<file path="src/rtl/bioprt_pkg.sv">
// Package for the bidirectional port block: widths, reset values, operation codes
`default_nettype none
package bioprt_pkg;
  localparam int BIOPRT_WIDTH = 8;
  localparam logic [7:0] BIOPRT_LATCH_RST = 8'h00;
  localparam logic [7:0] BIOPRT_DIR_RST = 8'hFF;
  localparam int BIOPRT_SYNC_STAGES = 2;
  // Operation presented by the core for one instruction cycle
  typedef enum logic [2:0] {
    BIOPRT_OP_NONE = 3'h0,
    BIOPRT_OP_READ = 3'h1,
    BIOPRT_OP_WRITE = 3'h2,
    BIOPRT_OP_BSET = 3'h3,
    BIOPRT_OP_BCLR = 3'h4,
    BIOPRT_OP_DIRW = 3'h5
  } bioprt_op_t;
endpackage
`default_nettype wire

</file>
<file path="src/rtl/bioprt_sync.sv">
// Two-flop synchroniser for the pin inputs
`default_nettype none
module bioprt_sync
  import bioprt_pkg::*;
#(
  parameter int WIDTH = BIOPRT_WIDTH
)
(
  input wire logic clk,
  input wire logic reset,
  input wire logic [WIDTH-1:0] async_in,
  output logic [WIDTH-1:0] sync_out
);
  logic [WIDTH-1:0] meta_r;
  logic [WIDTH-1:0] meta_nxt;
  logic [WIDTH-1:0] sync_r;
  logic [WIDTH-1:0] sync_nxt;

  // Next values: first stage feeds only the second
  always_comb
  begin
    meta_nxt = async_in;
    sync_nxt = meta_r;
  end

  // Register both stages
  always_ff @(posedge clk)
  begin
    if (reset)
    begin
      meta_r <= '0;
      sync_r <= '0;
    end
    else
    begin
      meta_r <= meta_nxt;
      sync_r <= sync_nxt;
    end
  end

  assign sync_out = sync_r;
endmodule
`default_nettype wire

</file>
<file path="src/rtl/bioprt_port.sv">
// Bidirectional I/O port with read-modify-write behaviour
// Overview of operation
// A port data read returns the sampled pin levels, never the latch contents.
// A port data write stores the value in the output latch until the next write.
// Every writing operation reads the whole port, modifies it, and writes it all back; here only bit set/clear do this, a plain write stores wr_data.
// In a read-modify-write, input pins have their latch overwritten by the pin level.
// A pin turned from input to output drives whatever its latch holds then.
// A latch write takes effect at the end of the writing instruction cycle.
// A read samples the pin levels at the start of the reading cycle.
// Software should leave one unrelated cycle between a write and a read of the port; here the two synchroniser flops need two such cycles.
// A direction bit of one makes the pin an input; zero makes it drive the latch.
`default_nettype none
module bioprt_port
  import bioprt_pkg::*;
#(
  parameter int WIDTH = BIOPRT_WIDTH
)
(
  input wire logic clk,
  input wire logic reset,
  input wire bioprt_op_t op,
  input wire logic [WIDTH-1:0] wr_data,
  input wire logic [2:0] bit_sel,
  input wire logic [WIDTH-1:0] pin_in,
  output logic [WIDTH-1:0] pin_out,
  output logic [WIDTH-1:0] pin_oe,
  output logic [WIDTH-1:0] rd_data,
  output logic [WIDTH-1:0] latch_out,
  output logic [WIDTH-1:0] dir_out
);
  // Synchronised pins, state registers and their next values
  logic [WIDTH-1:0] pin_sync;
  logic [WIDTH-1:0] latch_r;
  logic [WIDTH-1:0] latch_nxt;
  logic [WIDTH-1:0] dir_r;
  logic [WIDTH-1:0] dir_nxt;
  logic [WIDTH-1:0] rd_r;
  logic [WIDTH-1:0] rd_nxt;
  logic [WIDTH-1:0] oe_r;
  logic [WIDTH-1:0] oe_nxt;
  logic [WIDTH-1:0] out_r;
  logic [WIDTH-1:0] out_nxt;

  // Pin levels pass two flops before use
  bioprt_sync #(.WIDTH(WIDTH)) bioprt_sync_i
  (
    .clk(clk),
    .reset(reset),
    .async_in(pin_in),
    .sync_out(pin_sync)
  );

  // One-hot mask for the selected bit
  function automatic logic [WIDTH-1:0] bit_mask(input logic [2:0] sel);
    logic [WIDTH-1:0] m;
    m = '0;
    m[sel] = 1'b1;
    return m;
  endfunction

  // Next values of latch, direction, read data and pin drivers
  always_comb
  begin
    latch_nxt = latch_r;
    dir_nxt = dir_r;
    rd_nxt = rd_r;
    case (op)
      BIOPRT_OP_READ:
      begin
        rd_nxt = pin_sync;
      end
      BIOPRT_OP_WRITE:
      begin
        latch_nxt = wr_data;
      end
      BIOPRT_OP_BSET:
      begin
        latch_nxt = pin_sync | bit_mask(bit_sel);
      end
      BIOPRT_OP_BCLR:
      begin
        latch_nxt = pin_sync & ~bit_mask(bit_sel);
      end
      BIOPRT_OP_DIRW:
      begin
        dir_nxt = wr_data;
      end
      default:
      begin
        latch_nxt = latch_r;
      end
    endcase
    oe_nxt = ~dir_nxt;
    out_nxt = latch_nxt;
  end

  // Register state; outputs come straight from flops
  always_ff @(posedge clk)
  begin
    if (reset)
    begin
      latch_r <= BIOPRT_LATCH_RST;
      dir_r <= BIOPRT_DIR_RST;
      rd_r <= '0;
      oe_r <= ~BIOPRT_DIR_RST;
      out_r <= BIOPRT_LATCH_RST;
    end
    else
    begin
      latch_r <= latch_nxt;
      dir_r <= dir_nxt;
      rd_r <= rd_nxt;
      oe_r <= oe_nxt;
      out_r <= out_nxt;
    end
  end

  // Drive the ports from the registers
  assign pin_out = out_r;
  assign pin_oe = oe_r;
  assign rd_data = rd_r;
  assign latch_out = latch_r;
  assign dir_out = dir_r;

  // Checks on the port behaviour, grouped by the rule that each one guards

  // Read path
  // Read data is the synchronised pin level seen at the start of the cycle
  a_read_pins: assert property (@(posedge clk) disable iff (reset)
    op == BIOPRT_OP_READ |=> rd_data == $past(pin_sync))
    else $error("Read data is not the sampled pin level");
  // Read data holds between reads, so a later write cannot leak into it
  a_read_hold: assert property (@(posedge clk) disable iff (reset)
    op != BIOPRT_OP_READ |=> $stable(rd_data))
    else $error("Read data changed without a read");
  // A read leaves latch and direction untouched
  a_read_keep: assert property (@(posedge clk) disable iff (reset)
    op == BIOPRT_OP_READ |=> $stable(latch_out) && $stable(dir_out))
    else $error("Read disturbed latch or direction");

  // Latch path
  // Plain write lands in the latch at the end of the writing cycle
  a_write_latch: assert property (@(posedge clk) disable iff (reset)
    op == BIOPRT_OP_WRITE |=> latch_out == $past(wr_data))
    else $error("Write did not store into the latch");
  // Latch only moves on a writing operation
  a_latch_hold: assert property (@(posedge clk) disable iff (reset)
    op inside {BIOPRT_OP_NONE, BIOPRT_OP_READ, BIOPRT_OP_DIRW} |=> $stable(latch_out))
    else $error("Latch changed without a write");
  // Idle cycles leave latch, direction and read data alone
  a_idle_quiet: assert property (@(posedge clk) disable iff (reset)
    op == BIOPRT_OP_NONE |=> $stable(latch_out) && $stable(dir_out) && $stable(rd_data))
    else $error("State changed in an idle cycle");
  // Bit set: whole port read, one bit set, all bits written back
  a_bset_rmw: assert property (@(posedge clk) disable iff (reset)
    op == BIOPRT_OP_BSET |=> latch_out == ($past(pin_sync) | bit_mask($past(bit_sel))))
    else $error("Bit set did not write pin levels with the bit set");
  // Bit set always leaves the selected bit high
  a_bset_sel: assert property (@(posedge clk) disable iff (reset)
    op == BIOPRT_OP_BSET |=> latch_out[$past(bit_sel)] == 1'b1)
    else $error("Bit set left the selected bit low");
  // Bit clear: same path with the selected bit cleared
  a_bclr_rmw: assert property (@(posedge clk) disable iff (reset)
    op == BIOPRT_OP_BCLR |=> latch_out == ($past(pin_sync) & ~bit_mask($past(bit_sel))))
    else $error("Bit clear did not write pin levels with the bit cleared");
  // Bit clear always leaves the selected bit low
  a_bclr_sel: assert property (@(posedge clk) disable iff (reset)
    op == BIOPRT_OP_BCLR |=> latch_out[$past(bit_sel)] == 1'b0)
    else $error("Bit clear left the selected bit high");
  // Input pins other than the selected bit take their sensed level
  a_rmw_inputs: assert property (@(posedge clk) disable iff (reset)
    op inside {BIOPRT_OP_BSET, BIOPRT_OP_BCLR} |=>
    ((latch_out ^ $past(pin_sync)) & $past(dir_out) & ~bit_mask($past(bit_sel))) == '0)
    else $error("Input pin latch not overwritten by its pin level");

  // Pin drivers
  // Pin driver always mirrors the latch
  a_drive_latch: assert property (@(posedge clk) disable iff (reset)
    pin_out == latch_out)
    else $error("Pin driver differs from latch");
  // A pin turned to output drives what the latch held at the switch
  a_turn_output: assert property (@(posedge clk) disable iff (reset)
    op == BIOPRT_OP_DIRW |=> pin_out == $past(latch_out))
    else $error("Pin turned to output does not drive the held latch");
  // Write reaches the pins by the following cycle
  a_write_timing: assert property (@(posedge clk) disable iff (reset)
    op == BIOPRT_OP_WRITE ##1 op == BIOPRT_OP_NONE |-> pin_out == $past(wr_data))
    else $error("Write not on pins at end of cycle");
  // Nothing moves the latch before the edge that ends the writing cycle
  a_write_not_early: assert property (@(posedge clk) disable iff (reset)
    op == BIOPRT_OP_WRITE && $past(op) == BIOPRT_OP_NONE |-> $stable(latch_out))
    else $error("Latch changed before the end of the writing cycle");

  // Direction and enable
  // Enable is the inverse of direction
  a_dir_enable: assert property (@(posedge clk) disable iff (reset)
    pin_oe == ~dir_out)
    else $error("Output enable does not follow direction");
  // Direction write lands in the direction register
  a_dir_write: assert property (@(posedge clk) disable iff (reset)
    op == BIOPRT_OP_DIRW |=> dir_out == $past(wr_data))
    else $error("Direction write did not store");
  // Enable after a direction write is the inverse of the written word
  a_dir_oe: assert property (@(posedge clk) disable iff (reset)
    op == BIOPRT_OP_DIRW |=> pin_oe == ~$past(wr_data))
    else $error("Enable does not match the written direction");
  // Direction holds between direction writes
  a_dir_hold: assert property (@(posedge clk) disable iff (reset)
    op != BIOPRT_OP_DIRW |=> $stable(dir_out))
    else $error("Direction changed without a direction write");
  // Reset leaves every pin an input with a cleared latch
  a_reset_state: assert property (@(posedge clk)
    reset |=> latch_out == BIOPRT_LATCH_RST && dir_out == BIOPRT_DIR_RST && pin_oe == '0)
    else $error("Port not in its reset state after reset");

  // Scenarios worth seeing
  c_rmw_then_out: cover property (@(posedge clk) disable iff (reset)
    op == BIOPRT_OP_BCLR ##1 op == BIOPRT_OP_DIRW);
  c_write_read: cover property (@(posedge clk) disable iff (reset)
    op == BIOPRT_OP_WRITE ##2 op == BIOPRT_OP_READ);
  c_bset: cover property (@(posedge clk) disable iff (reset) op == BIOPRT_OP_BSET);
  c_input_captured: cover property (@(posedge clk) disable iff (reset)
    op == BIOPRT_OP_BCLR ##[1:8] op == BIOPRT_OP_READ);
  c_turn_output: cover property (@(posedge clk) disable iff (reset)
    op == BIOPRT_OP_BSET ##[1:8] op == BIOPRT_OP_DIRW);
endmodule
`default_nettype wire

</file>
<file path="config.mk">
export PLATFORM = sky130hd
export DESIGN_NAME = bioprt_port
export DESIGN_NICKNAME = d
export VERILOG_FILES = /design/src/rtl/bioprt_pkg.sv /design/src/rtl/bioprt_sync.sv /design/src/rtl/bioprt_port.sv
export SDC_FILE = /design/constraint.sdc
export NUM_CORES = 1
export LEC_CHECK = 0
export BUFFER_PORTS_ARGS = -buffer_cell sky130_fd_sc_hd__buf_2
export CORE_UTILIZATION = 48
export CTS_BUF_LIST = sky130_fd_sc_hd__clkbuf_8 sky130_fd_sc_hd__clkbuf_16
export DETAILED_ROUTE_END_ITERATION = 8
export PLACE_DENSITY = 0.77
export SYNTH_ARGS = -nofsm -noshare
export SYNTH_HDL_FRONTEND = slang
export SYNTH_SLANG_ARGS = --single-unit
</file>
<file path="constraint.sdc">
create_clock -name clk -period 2.7 [get_ports clk]
set_clock_uncertainty 0.05 [all_clocks]
set_input_delay 0.54 -clock clk [delete_from_list [all_inputs] [get_ports clk]]
set_output_delay 0.54 -clock clk [all_outputs]
set_load 0.005 [all_outputs]
</file>
# Yosys cells after proc, flatten, opt, wreduce, memory -nomap -nowiden
# Cells that the tools add are included.
# W data, S select, Z words.
# word_totals
reg_bits	48
input_bits	24
output_inout_bits	40
elab_cells	23
# op_classes
n_lt_le_gt_ge	2
n_eq_ne	5
muxes	4
bitwise_logic	4
reduce_logical	2
# ops
cell	count
$pmux W8 S3	1
$not A8 Y8	2
$and A8 B8 Y8	1
$mux W8	1
$or A8 B8 Y8	1
$eq A3 B2 Y1 const B	2
$eq A3 B3 Y1 const B	2
$lt A3 B4 Y1 const B	1
$demux W1 S3	1
$eq A3 B1 Y1 const B	1
$ge A3 B1 Y1 const B	1
$reduce_bool A3 Y1	1
$logic_and A1 B1 Y1	1
$mux W1	1

# Depth between registers and ports, before layout
# logic_depth
word_depth	7
mapped_depth	6

# Modules after synthesis
# From an unflattened synthesis, not the netlist that was laid out.
# unflattened
hier_cells	191
hier_area_um2	1849.3
# by_module_without_submodules
mod	instances	cells_each	area_per_inst_um2	seq_area_each_um2
bioprt_port	1	158	1385.1	640.6
bioprt_sync	1	33	464.2	320.3

# Worst setup path after synthesis
# OpenSTA, ideal clock, no wires.
# synth_timing
path_kind	input to register
startpoint	input port op[1]
endpoint	register out_r[6] (netlist: pin_out[6])
arrival_time_ps	1544
path_slack_ps	1026
cell_stages	6
path_cell_list	or3b_1 buf_2 buf_6 o21ai_1 o21ai_1 a211oi_2
# synth_between
elab_chain_cells	2
word_cells_on_any_way	5
# synth_lines
element	line_no	rtl
from (decl)	bioprt_port.sv:21	input wire bioprt_op_t op,
$eq A3 B3 Y1 or $eq A3 B2 Y1 (tied branches)	bioprt_port.sv:67	case (op)
$pmux W8 S3 or $reduce_bool A3 Y1 (tied branches)	--	
to (signal assigned)	bioprt_port.sv:114	out_r <= out_nxt;
to (decl)	bioprt_port.sv:41	logic [WIDTH-1:0] out_r;
# Parallel ways exist; a longest one is shown, timed or not.
# A chain may end at the register's enable or synchronous reset.

# Worst setup path after layout
# layout_timing
startpoint	input port op[0]
endpoint	register out_r[7] (netlist: pin_out[7])
# Same word-level chain as after synthesis.

==> flow_summary.json <==
{
  "outcome": "finished, final reports clean",
  "final_layout_size_suffix_gt1_share_pct": 30.0,
  "slew-limit-headroom_pct": 56.0,
  "antenna_found_initial": 0,
  "dieWidth_um": 63.3,
  "cp.arrival_ps": 1840,
  "overflow": 0,
  "critPathMaxFanout": 17,
  "start_util_pct": 52.0,
  "cts_tree": "yes",
  "dp_cells": 285,
  "antenna_cells": 0,
  "cts_buffers": 5,
  "drv_slew": 0,
  "cts-root-buf": "clkbuf_8",
  "cts_max_path_buffers": 2,
  "synth_top_area_share_pct": 53.3,
  "period_share_pct": 61.8,
  "io_pins": 64,
  "cts_hold_buf": 0,
  "grt_pass1_wl_mm": 5.36,
  "clk_pin_slew_ps": 90,
  "post-route-worst-setup-slack_ps": 1030,
  "maxCapViolCount": 0,
  "synth_ff_type": "dfxtp_1",
  "grt_pass1_vias": 1229,
  "fp.dieH_um": 63.3,
  "synthTopCellsByArea": "dfxtp_1, nor2b_1, o21ai_0, mux2i_1, nand3b_1",
  "hold_viol_final": 0,
  "track_usage_pct": 17.6,
  "worstSetupEndpointType": "flip-flop",
  "final_common_cell": "buf_2",
  "clock_latency_ps": 300,
  "async_flop_share_pct": 0,
  "tightestPinTransition_ps": 660,
  "period_minus_slack_ps": 1670,
  "fin_hold_ws_ps": 390,
  "ys_seq_area_share_pct": 53.3,
  "avgSynthCellArea_um2": 9.40,
  "rsz0062_at_grt": "no",
  "fp.dieArea_mm2": 0.00401,
  "instances_no_fill": 293,
  "first_pass_iters": 4,
  "netlist_area_mm2": 0.00180,
  "htree_levels": 2,
  "syn_inst": 192,
  "postCtsSetupBuffers": 0,
  "r2r_cells": 2,
  "pre_cts_ws_ps": 701,
  "synth_warnings": 0,
  "hp-class": "primary input to flip-flop",
  "crit_path_start_kind": "primary input",
  "final_area_mm2": 0.00217,
  "fin_nets": 270,
  "synth_top_area_cell": "dfxtp_1",
  "setup_viol_count_final": 0,
  "vdd_drop_max_mv": 0.472,
  "num_vias": 1410,
  "leakage_nw": 1.06,
  "synth_edf_count": 0,
  "placed_cell_area_mm2": 0.00208,
  "yosysUniqueCellTypes": 23,
  "grt_max_degree": 41,
  "whs_path_depth": 2,
  "powerDensity_mw_per_mm2": 610,
  "layout_common_cells": "buf_2, dfxtp_1, nor2b_1",
  "row_count": 21,
  "core_area_mm2": 0.00347,
  "power.total_mw": 1.33,
  "finalSetupTns_ps": 0,
  "fillers": 335,
  "viasPerCell": 4.81,
  "drt_iter0_markers": 51,
  "cts.sinks": 48,
  "synth_nets": 216,
  "areaGrowthSynthToFinish_pct": 20.5,
  "crit_type": "primary input to flip-flop",
  "cts_resized": 0,
  "drcViolationCount": 0,
  "required_ps": 2870,
  "wire_per_inst_um": 11.0,
  "placement.io_buffers": 63,
  "antenna_left": 0,
  "hpwl_mm": 2.38,
  "fin_util_pct": 62.7,
  "wl_mm": 3.22,
  "gp_congestion": 0.782,
  "max_freq_mhz": 599,
  "synth_seq_cells": 48
}
logic make-up (layout without fill, tap and decap cells):
family,count (synthesis),in the layout,share of synthesized area [%]
multiplexers,8,8,4.44
flip-flops,48,48,53.3
buffers and inverters,25,80,7.42
AND/OR/NAND/NOR,79,79,24.6
AO/OA/AOI/OAI,32,32,10.3
routing by layer:
layer | global-route usage (%) | up-vias | share of wire, % | routed length [um]
met5 | 0 | - | 0 | 0
met4 | 6.82 | 0 | 0.71 | 23
met3 | 5.98 | 2 | 5.5 | 177
met2 | 29.7 | 47 | 48 | 1560
met1 | 20.3 | 625 | 45 | 1460
li1 | - | 736 | - | -
Yosys cell counts, types with 4 or more instances:
master	count
nor2_1	16
mux2i_1	8
dfxtp_1	48
nor3b_1	4
nand3b_1	9
clkbuf_1	5
inv_1	8
a211oi_1	7
and3b_1	5
nand2_1	16
buf_4	8
nor2b_1	24
o21ai_0	22
path summary, 6_finish.rpt:
path	slack, ps	start	endpoint
max	1030	op[0]	pin_out[7]$_SDFFE_PP0P_
min	390	pin_in[0]	bioprt_sync_i.meta_r[0]$_SDFF_PP0_
max reg2reg	1880	bioprt_sync_i.sync_out[7]$_SDFF_PP0_	pin_out[7]$_SDFFE_PP0P_
min reg2reg	390	bioprt_sync_i.meta_r[7]$_SDFF_PP0_	bioprt_sync_i.sync_out[7]$_SDFF_PP0_
area by class of cell:
| class | count | area [um^2] | share of cell area, % |
|---|---|---|---|
| clock buffer | 5 | 68.8 | 3.16 |
| timing repair buffer | 64 | 323 | 14.8 |
| clock inverter | 3 | 25.0 | 1.15 |
| multi-input combinational | 119 | 709 | 32.6 |
| sequential | 48 | 961 | 44.2 |
| tap | 46 | 57.6 | 2.65 |
| inverter | 8 | 30.0 | 1.38 |
flip-flops by register name, indices dropped and copies added (netlist names):
name	count
bioprt_sync_i.meta_r	8
bioprt_sync_i.sync_out	8
dir_out	8
pin_oe	8
pin_out	8
rd_data	8
report_power, final:
group	switching (mW)	internal, mW	total, mW
sequential	0.0147	0.742	0.756
clock	0.245	0.189	0.433
combinational	0.0702	0.0674	0.138
critical path: stages:
cell	delay (ps)
buf_2	170
or3b_1	570
o21ai_0	220
o21ai_0	110
a211oi_1	240
No activity file was read; power rests on OpenSTA's default activity.
